===== src/csq_pkg.sv =====
// ============================================================
// Shared constants for the conditional search qualifier
// ============================================================
package csq_pkg;
    // ROM function command bytes
    localparam logic [7:0] CMD_READ = 8'h33;
    localparam logic [7:0] CMD_MATCH = 8'h55;
    localparam logic [7:0] CMD_SKIP = 8'hCC;
    localparam logic [7:0] CMD_SEARCH = 8'hF0;
    localparam logic [7:0] CMD_COND = 8'hEC;

    // Status memory locations
    localparam logic [2:0] OFS_DEFAULT = 3'h6;
    localparam logic [2:0] OFS_COND = 3'h7;

    // Erased one-time-programmable byte reads all ones
    localparam logic [7:0] DEFAULT_RESET = 8'hFF;
    localparam logic [4:0] COND_RESET = 5'h1F;

    // Field positions in the condition byte
    localparam int POL_BIT = 0;
    localparam int SRC_LO = 1;
    localparam int SRC_HI = 2;
    localparam int CH_LO = 3;
    localparam int CH_HI = 4;
    localparam int COND_W = 5;

    // Source select codes
    localparam logic [1:0] SRC_HIDDEN = 2'h0;
    localparam logic [1:0] SRC_LATCH = 2'h1;
    localparam logic [1:0] SRC_FLOP = 2'h2;
    localparam logic [1:0] SRC_PIN = 2'h3;

    // Channel select codes
    localparam logic [1:0] CH_NONE = 2'h0;

    // First channel control byte: latch clear bit
    localparam int CTRL1_CLR_BIT = 7;

    // Channel information byte layout
    localparam int INFO_SUPPLY = 7;
    localparam int INFO_HAS_B = 6;
    localparam int INFO_LATCH_B = 5;
    localparam int INFO_LATCH_A = 4;
    localparam int INFO_PIN_B = 3;
    localparam int INFO_PIN_A = 2;
    localparam int INFO_FLOP_B = 1;
    localparam int INFO_FLOP_A = 0;

    // Link-level state of this slave
    typedef enum logic [2:0] {
        ST_WAIT_RESET,
        ST_WAIT_CMD,
        ST_ENGAGED,
        ST_SELECTED,
        ST_ASLEEP
    } csq_state_t;
endpackage


===== src/csq_activity_latch.sv =====
`timescale 1ns/100ps
// ============================================================
// Per-channel activity latch
// ============================================================
module csq_activity_latch (
    input wire logic clock,
    input wire logic rstn,
    input wire logic level,
    input wire logic clear,
    output logic latch_q
);
    logic prev_q; // Last seen pin level
    logic primed_q; // Prev holds a real sample
    logic edge_seen; // Either edge on the pin

    // No edge before the first sample, so a high pin at power-up is not an event
    assign edge_seen = primed_q && (level != prev_q);

    // Level history
    always_ff @(posedge clock or negedge rstn) begin
        if (!rstn) begin
            prev_q <= 1'b0;
            primed_q <= 1'b0;
        end else begin
            prev_q <= level;
            primed_q <= 1'b1;
        end
    end

    // Sticky latch, the edge beats a simultaneous clear
    always_ff @(posedge clock or negedge rstn) begin
        if (!rstn) begin
            latch_q <= 1'b0;
        end else if (edge_seen) begin
            latch_q <= 1'b1;
        end else if (clear) begin
            latch_q <= 1'b0;
        end
    end

    // ============================================================
    // Checks
    // ============================================================
    property p_edge_sets;
        @(posedge clock) disable iff (!rstn)
        edge_seen |=> latch_q;
    endproperty
    a_edge_sets: assert property (p_edge_sets) else $error("edge did not set latch");

    property p_clear_clears;
        @(posedge clock) disable iff (!rstn)
        clear && !edge_seen |=> !latch_q ##1 (latch_q -> $past(edge_seen));
    endproperty
    a_clear_clears: assert property (p_clear_clears) else $error("clear did not clear latch");
endmodule


===== src/csq_qualifier.sv =====
`timescale 1ns/100ps
// Operation
// - Conditional search joined only when condition true
// - Condition comes from status location seven
// - Defaults from OTP location six, erased ones
// - Defaults apply after any command byte; here only after the first, and not if location seven was written before it
// - Resolved pass leaves device selected
// - Activity latch clears at power-up, sets on edge
// - Control byte bit seven clears latches
// - Channel code: none, A, B, A OR B
// - Source sampled when command byte completes
// - Both channels ORed, compared with polarity
// - No channel: polarity zero joins, one ignores
// - Source code: hidden, latch, flop, pin
// - Hidden answers match, conditional search if polarity
// - Hidden sends no presence, except power-up once
// - Hidden with polarity zero skips conditional search
// - Power-on reset ends hidden unless default hidden
// - Polarity picks qualifying source level
// - Missing channel B reads as zero
// - Channel info bit six shows channel B
// - Search bit, complement, master choice
// - Match command selects exact number only
module csq_qualifier (
    input wire logic clock,
    input wire logic rstn,
    input wire logic line_reset,
    input wire logic rom_cmd_valid,
    input wire logic [7:0] rom_cmd,
    input wire logic pass_resolved,
    input wire logic dropped_out,
    input wire logic status_wr,
    input wire logic [2:0] status_addr,
    input wire logic [7:0] status_wdata,
    input wire logic ctrl1_wr,
    input wire logic [7:0] ctrl1_wdata,
    input wire logic io_pin_first,
    input wire logic io_pin_second,
    input wire logic flop_first,
    input wire logic flop_second,
    input wire logic has_channel_b,
    input wire logic supply_present,
    output logic presence_q,
    output logic answer_q,
    output logic search_join_q,
    output logic selected_q,
    output logic line_release_q,
    output logic hidden_q,
    output logic [7:0] status_rdata_q,
    output logic [7:0] channel_info_q
);
    // ============================================================
    // Registers and wires
    // ============================================================
    csq_pkg::csq_state_t state_q; // Link state
    csq_pkg::csq_state_t state_d; // Next link state
    logic [7:0] search_default_byte_q; // OTP power-up defaults
    logic [4:0] search_condition_q; // Live condition bits
    logic loaded_q; // Live bits loaded, from defaults or a write to location seven
    logic first_presence_q; // Power-up presence already given
    logic latch_first; // Activity latch A
    logic latch_second; // Activity latch B
    logic latch_clear; // Software clear of both latches
    logic [4:0] cond_eff; // Condition in force right now
    logic search_polarity_bit;
    logic [1:0] source_sel; // {source_select_high, source_select_low}
    logic [1:0] channel_sel; // {channel_select_high, channel_select_low}
    logic hidden_now; // Hidden by live condition
    logic boot_hidden; // Hidden is the power-up default
    logic pin_b; // Channel B pin, zero when absent
    logic flop_b; // Channel B flop, zero when absent
    logic act_b; // Channel B latch, zero when absent
    logic val_a; // Selected source of channel A
    logic val_b; // Selected source of channel B
    logic sel_val; // Combined channel value
    logic cond_hit; // Qualifies for conditional search
    logic cmd_ok; // Device answers this command
    logic cmd_take; // Command byte accepted this cycle
    logic wr_cond; // Write to location seven
    logic wr_default; // Programming of location six
    logic presence_d; // Presence decision on line reset
    logic [7:0] rdata_d; // Status read mux
    logic [7:0] info_d; // Channel info byte

    // ============================================================
    // Activity latches
    // ============================================================
    assign latch_clear = ctrl1_wr && ctrl1_wdata[csq_pkg::CTRL1_CLR_BIT];

    csq_activity_latch u_latch_first (
        .clock(clock),
        .rstn(rstn),
        .level(io_pin_first),
        .clear(latch_clear),
        .latch_q(latch_first)
    );

    // Latch B watches the masked pin, so while the channel is absent only a strap change fires it
    csq_activity_latch u_latch_second (
        .clock(clock),
        .rstn(rstn),
        .level(pin_b),
        .clear(latch_clear),
        .latch_q(latch_second)
    );

    // ============================================================
    // Condition decode
    // ============================================================
    // Until the first command byte or write to location seven the stored defaults stand in
    assign cond_eff = loaded_q ? search_condition_q : search_default_byte_q[4:0];
    assign search_polarity_bit = cond_eff[csq_pkg::POL_BIT];
    assign source_sel = {cond_eff[csq_pkg::SRC_HI], cond_eff[csq_pkg::SRC_LO]};
    assign channel_sel = {cond_eff[csq_pkg::CH_HI], cond_eff[csq_pkg::CH_LO]};
    assign hidden_now = (source_sel == csq_pkg::SRC_HIDDEN);
    assign boot_hidden = ({search_default_byte_q[csq_pkg::SRC_HI],
                           search_default_byte_q[csq_pkg::SRC_LO]} == csq_pkg::SRC_HIDDEN);

    // Absent second channel is forced low everywhere
    assign pin_b = has_channel_b && io_pin_second;
    assign flop_b = has_channel_b && flop_second;
    assign act_b = has_channel_b && latch_second;

    // Source per channel
    assign val_a = (source_sel == csq_pkg::SRC_LATCH) ? latch_first :
                   (source_sel == csq_pkg::SRC_FLOP) ? flop_first :
                   (source_sel == csq_pkg::SRC_PIN) ? io_pin_first : 1'b0;
    assign val_b = (source_sel == csq_pkg::SRC_LATCH) ? act_b :
                   (source_sel == csq_pkg::SRC_FLOP) ? flop_b :
                   (source_sel == csq_pkg::SRC_PIN) ? pin_b : 1'b0;

    // OR of the selected channels
    assign sel_val = (channel_sel[0] && val_a) || (channel_sel[1] && val_b);

    // Hidden: polarity alone; no channel: polarity zero always; else compare
    assign cond_hit = hidden_now ? search_polarity_bit :
                      (channel_sel == csq_pkg::CH_NONE) ? !search_polarity_bit :
                      (sel_val == search_polarity_bit);

    // Which commands draw an answer
    assign cmd_ok = (rom_cmd == csq_pkg::CMD_MATCH) ? 1'b1 :
                    (rom_cmd == csq_pkg::CMD_COND) ? cond_hit :
                    (rom_cmd == csq_pkg::CMD_SEARCH) ? !hidden_now :
                    (rom_cmd == csq_pkg::CMD_READ) ? !hidden_now :
                    (rom_cmd == csq_pkg::CMD_SKIP) ? !hidden_now : 1'b0;

    // Sampled only on the cycle the command byte completes
    assign cmd_take = rom_cmd_valid && (state_q == csq_pkg::ST_WAIT_CMD);

    assign wr_cond = status_wr && (status_addr == csq_pkg::OFS_COND);
    assign wr_default = status_wr && (status_addr == csq_pkg::OFS_DEFAULT);

    // Hidden stays silent, except the single power-up presence
    assign presence_d = !hidden_now || (boot_hidden && !first_presence_q);

    // ============================================================
    // Link state machine
    // ============================================================
    always_comb begin
        state_d = state_q;
        unique case (state_q)
            csq_pkg::ST_WAIT_RESET: begin
                state_d = csq_pkg::ST_WAIT_RESET;
            end
            csq_pkg::ST_WAIT_CMD: begin
                if (rom_cmd_valid) begin
                    if (!cmd_ok) begin
                        state_d = csq_pkg::ST_ASLEEP;
                    end else if (rom_cmd == csq_pkg::CMD_SKIP) begin
                        state_d = csq_pkg::ST_SELECTED;
                    end else begin
                        state_d = csq_pkg::ST_ENGAGED;
                    end
                end
            end
            csq_pkg::ST_ENGAGED: begin
                if (dropped_out) begin
                    state_d = csq_pkg::ST_ASLEEP;
                end else if (pass_resolved) begin
                    state_d = csq_pkg::ST_SELECTED;
                end
            end
            csq_pkg::ST_SELECTED: begin
                state_d = csq_pkg::ST_SELECTED;
            end
            csq_pkg::ST_ASLEEP: begin
                state_d = csq_pkg::ST_ASLEEP;
            end
        endcase
        // Reset pulse restarts every transaction
        if (line_reset) begin
            state_d = csq_pkg::ST_WAIT_CMD;
        end
    end

    // State register
    always_ff @(posedge clock or negedge rstn) begin
        if (!rstn) begin
            state_q <= csq_pkg::ST_WAIT_RESET;
        end else begin
            state_q <= state_d;
        end
    end

    // ============================================================
    // Status memory
    // ============================================================
    // OTP bits can only be programmed from one to zero
    always_ff @(posedge clock or negedge rstn) begin
        if (!rstn) begin
            search_default_byte_q <= csq_pkg::DEFAULT_RESET;
        end else if (wr_default) begin
            search_default_byte_q <= search_default_byte_q & status_wdata;
        end
    end

    // Live condition; power-on reset drops back to defaults
    always_ff @(posedge clock or negedge rstn) begin
        if (!rstn) begin
            search_condition_q <= csq_pkg::COND_RESET;
            loaded_q <= 1'b0;
        end else if (wr_cond) begin
            search_condition_q <= status_wdata[4:0];
            loaded_q <= 1'b1;
        end else if (rom_cmd_valid && !loaded_q) begin
            search_condition_q <= search_default_byte_q[4:0];
            loaded_q <= 1'b1;
        end
    end

    // Power-up presence bookkeeping
    always_ff @(posedge clock or negedge rstn) begin
        if (!rstn) begin
            first_presence_q <= 1'b0;
        end else if (line_reset) begin
            first_presence_q <= 1'b1;
        end
    end

    // ============================================================
    // Outputs
    // ============================================================
    assign rdata_d = (status_addr == csq_pkg::OFS_COND) ? {3'h0, cond_eff} :
                     (status_addr == csq_pkg::OFS_DEFAULT) ? search_default_byte_q : 8'h00;

    assign info_d = {supply_present, has_channel_b, act_b, latch_first,
                     pin_b, io_pin_first, flop_b, flop_first};

    // Pulses and levels toward the line engine
    always_ff @(posedge clock or negedge rstn) begin
        if (!rstn) begin
            presence_q <= 1'b0;
            answer_q <= 1'b0;
            search_join_q <= 1'b0;
        end else begin
            presence_q <= line_reset && presence_d;
            answer_q <= cmd_take && cmd_ok;
            search_join_q <= cmd_take && (rom_cmd == csq_pkg::CMD_COND) && cond_hit;
        end
    end

    // Registered state views
    always_ff @(posedge clock or negedge rstn) begin
        if (!rstn) begin
            selected_q <= 1'b0;
            line_release_q <= 1'b0;
            hidden_q <= 1'b0;
            status_rdata_q <= 8'h00;
            channel_info_q <= 8'h00;
        end else begin
            selected_q <= (state_d == csq_pkg::ST_SELECTED);
            line_release_q <= (state_d == csq_pkg::ST_ASLEEP);
            hidden_q <= hidden_now;
            status_rdata_q <= rdata_d;
            channel_info_q <= info_d;
        end
    end

    // ============================================================
    // Checks
    // ============================================================
    property p_no_join;
        @(posedge clock) disable iff (!rstn)
        cmd_take && (rom_cmd == csq_pkg::CMD_COND) && !cond_hit && !line_reset
            |=> !search_join_q && line_release_q;
    endproperty
    a_no_join: assert property (p_no_join) else $error("joined without qualifying");

    property p_resolved;
        @(posedge clock) disable iff (!rstn)
        (state_q == csq_pkg::ST_ENGAGED) && pass_resolved && !dropped_out && !line_reset
            |=> selected_q ##1 (selected_q || $past(line_reset));
    endproperty
    a_resolved: assert property (p_resolved) else $error("resolved device not selected");

    property p_defaults;
        @(posedge clock) disable iff (!rstn)
        rom_cmd_valid && !loaded_q && !status_wr
            |=> loaded_q && (search_condition_q == search_default_byte_q[4:0]);
    endproperty
    a_defaults: assert property (p_defaults) else $error("defaults not applied");

    property p_hidden_silent;
        @(posedge clock) disable iff (!rstn)
        line_reset && hidden_now && first_presence_q |=> !presence_q;
    endproperty
    a_hidden_silent: assert property (p_hidden_silent) else $error("presence while hidden");

    property p_hidden_match;
        @(posedge clock) disable iff (!rstn)
        cmd_take && hidden_now && (rom_cmd == csq_pkg::CMD_MATCH) |=> answer_q;
    endproperty
    a_hidden_match: assert property (p_hidden_match) else $error("hidden ignored match");

    property p_hidden_pol0;
        @(posedge clock) disable iff (!rstn)
        cmd_take && hidden_now && !search_polarity_bit && (rom_cmd == csq_pkg::CMD_COND)
            |=> !search_join_q;
    endproperty
    a_hidden_pol0: assert property (p_hidden_pol0) else $error("hidden joined at polarity 0");

    property p_none_pol1;
        @(posedge clock) disable iff (!rstn)
        cmd_take && !hidden_now && (channel_sel == csq_pkg::CH_NONE)
            |=> search_join_q == ($past(rom_cmd) == csq_pkg::CMD_COND && !$past(search_polarity_bit));
    endproperty
    a_none_pol1: assert property (p_none_pol1) else $error("no-channel decision wrong");

    property p_asleep;
        @(posedge clock) disable iff (!rstn)
        line_release_q && !line_reset |=> line_release_q && !answer_q ##1 (line_release_q || $past(line_reset));
    endproperty
    a_asleep: assert property (p_asleep) else $error("sleeping device woke without reset");

    property p_no_b;
        @(posedge clock) disable iff (!rstn)
        !has_channel_b |=> !channel_info_q[csq_pkg::INFO_HAS_B] && !channel_info_q[csq_pkg::INFO_PIN_B];
    endproperty
    a_no_b: assert property (p_no_b) else $error("absent channel B not zero");
endmodule


===== config.mk =====
export PLATFORM = sky130hd
export DESIGN_NAME = csq_qualifier
export DESIGN_NICKNAME = d
export VERILOG_FILES = /design/src/csq_pkg.sv /design/src/csq_activity_latch.sv /design/src/csq_qualifier.sv
export SDC_FILE = /design/constraint.sdc
export NUM_CORES = 1
export LEC_CHECK = 0
export BUFFER_PORTS_ARGS = -buffer_cell sky130_fd_sc_hd__buf_2
export CAP_MARGIN = 20
export CORE_ASPECT_RATIO = 0.5
export CORE_MARGIN = 8
export CORE_UTILIZATION = 38
export DETAILED_ROUTE_END_ITERATION = 8
export PLACE_DENSITY = 0.72
export RECOVER_POWER = 100
export SYNTH_ARGS = -nofsm -noshare
export SYNTH_HDL_FRONTEND = slang
export SYNTH_SLANG_ARGS = --single-unit

===== constraint.sdc =====
create_clock -name clock -period 2.4 [get_ports clock]
set_input_delay 0.36 -clock clock [delete_from_list [all_inputs] [get_ports clock]]
set_output_delay 0.36 -clock clock [all_outputs]
set_load 0.01 [all_outputs]

==> flow_summary.json <==
{
  "tightest_slew_ns": 0.931,
  "firstDrtPassIters": 6,
  "final_nets": 268,
  "ff_latch_area_um2": 1090,
  "fmax_mhz": 455,
  "syn_nets": 210,
  "dpl.hpwl_um": 3380,
  "clock_latency_ns": 0.30,
  "cap_violations": 0,
  "fp.coreArea_um2": 4950,
  "antenna_found_initial": 0,
  "tritoncts": "built",
  "ctsHtreeMaxLevel": 2,
  "worst_ep_required_time_ns": 2.60,
  "yosysWarnings": 0,
  "wirelength_um": 4390,
  "antenna_cells": 0,
  "globalplace.congestion": 0.790,
  "period_needed_ns": 2.20,
  "grt_use_total_pct": 11.6,
  "ant_nets": 0,
  "power_density_nw_per_um2": 676,
  "cts_max_path_buffers": 2,
  "postCtsSetupRepairBufs": 0,
  "critPathLaunchType": "register",
  "design.die.area_um2": 7870,
  "multi_input_area_um2": 815,
  "critical_path_class": "register to register",
  "setup_tns_ns": 0,
  "slowest_delay_ns": 0.58,
  "drc": 0,
  "async_flop_share_pct": 100,
  "synth.distinct_cells": 50,
  "syn_area_um2": 1970,
  "ios": 63,
  "grt_start_max_net_pins": 44,
  "via_count": 1530,
  "crit_buf_inv": 0,
  "nFillCells": 466,
  "status": "finished clean",
  "drive_gt1_share_pct": 26.3,
  "hold_slack_ns": 0.175,
  "worstSetupEndpointType": "register",
  "critical-path-top-delay-family": "compound AO/OA/AOI/OAI gates",
  "synth_cells": 169,
  "drt-initial-drc-count": 66,
  "crit_chain": "mux2_4, a222oi_1, nor3_1, or3b_4, a311oi_2",
  "p_leak_nw": 1.03,
  "port_buffers": 55,
  "dieWidth_um": 118,
  "cts_buffers": 5,
  "vias_per_cell": 5.13,
  "grt_pass1_wl_um": 7400,
  "slowest_stage": "dfrtp_1",
  "finalHoldViolations": 0,
  "fin_crit_sh_pct": 91.6,
  "clkTransAtPathRegs_ns": 0.07,
  "start_util_pct": 39.7,
  "syn_area_per_cell_um2": 11.6,
  "grt_pass1_vias": 1605,
  "fin_cells": 298,
  "cts_sinks": 43,
  "relSlewSlack_pct": 37.9,
  "min_path_type": "primary input to register",
  "grt_overflow_total": 0,
  "place_inst": 290,
  "dieHeight_um": 66.9,
  "setup_viol": 0,
  "hold_buffers": 0,
  "ys_seq_elements": 43,
  "ys_seq_area_share_pct": 55.6,
  "maxSlewViolCount": 0,
  "irDropWorstVdd_uv": 253,
  "cts_resized": 0,
  "synth-edff-count": 0,
  "grt_setup_unrepaired": "false",
  "yosys_most_used_dff": "dfrtp_1",
  "area_growth_pct": 20.4,
  "cp.arrival_ns": 2.40,
  "row_count": 18,
  "p_total_mw": 1.60,
  "skew_ns": 0.00954,
  "wl_per_cell_um": 14.7,
  "root_buffer": "clkbuf_8",
  "cp_max_fo": 13
}
[synthesized netlist by cell type (all sizes together) (3+ instances only)]
cell type	instances	area [µm²]
nor2	12	45.0
nand3	6	30.0
o21a	8	60.1
nor3b	3	22.5
a21o	3	22.5
o21ai	4	20.0
nor4bb	6	60.1
a21oi	10	50.1
dfrtp	30	751
nand3b	3	22.5
buf	3	26.3
nand2	11	41.3
or3b	4	37.5
clkbuf	4	25.0
a222oi	3	30.0
mux2i	6	60.1
and2	4	26.3
dfstp	13	342
xor2	3	26.3
[flip-flops by register name, summed over array words and instances, names as in the netlist, 3 cells and up]
register,cells
channel_info_q,8
status_rdata_q,8
state_q,3
search_default_byte_q,8
search_condition_q,5
[layout make-up]
type	instances	share of cell area [%]
clock buffer	7	3.23
tap	70	3.70
clock inverter	1	1.27
multi-input combinational	117	34.4
timing repair buffer	58	10.9
sequential	43	46.2
inverter	2	0.317
[per-stage QoR]
step           setup WS [ns]  cell area (µm²)  util [%]
6_report               0.201             2370      47.8
5_1_grt               0.0732             2370      47.8
4_1_cts                0.195             2410      48.6
3_5_place_dp           0.193             2300      46.4
3_3_place_gp           0.247             2300      46.4
2_1_floorplan          0.347             1970         -
[final timing paths]
check	startpoint	endpoint	slack [ns]	cells past startpoint
hold reg to reg	u_latch_first.latch_q	channel_info_q[4]	0.44	0
setup / recovery	loaded_q	state_q[1]	0.20	5
min in group asynchronous	rstn	state_q[2]	0.20	1
hold / removal	supply_present	channel_info_q[7]	0.17	1
max in group asynchronous	rstn	loaded_q	1.61	1
setup reg to reg	loaded_q	state_q[1]	0.20	5
[cell families (layout without fill, tap and decap cells)]
| logic type | after synthesis | after routing | synth area share [%] |
|---|---|---|---|
| mux | 8 | 8 | 4.39 |
| buf+inv | 9 | 68 | 2.99 |
| other cells | 1 | 1 | 0.191 |
| simple gates | 63 | 63 | 19.9 |
| xor+xnor | 4 | 4 | 1.78 |
| compound gates | 41 | 41 | 15.2 |
| flops | 43 | 43 | 55.6 |
[power by group]
| group | internal (mW) | switching (mW) |
|---|---|---|
| registers | 0.784 | 0.0354 |
| clock network | 0.311 | 0.234 |
| logic | 0.104 | 0.130 |
[cells in the final DEF, fill, tap and decap left out, drive strengths merged, types with 4 or more instances in the layout]
cell type and n:
dfrtp 30, o21ai 4, buf 30, nand3 6, or3b 4, dfstp 13
a21oi 10, nand2 11, o21a 8, nor4bb 6, and2 4, nor2 12
clkbuf 35, mux2i 6
[per-layer routing]
metal | vias to the layer above | global-route usage, % | share of wire (%)
li1 | 738 | - | -
met1 | 743 | 14.5 | 48
met2 | 41 | 18.8 | 46
met3 | 8 | 3.37 | 5.1
met4 | 0 | 4.42 | 0.98
met5 | - | 0 | 0
(Power assumes the default switching activity.)
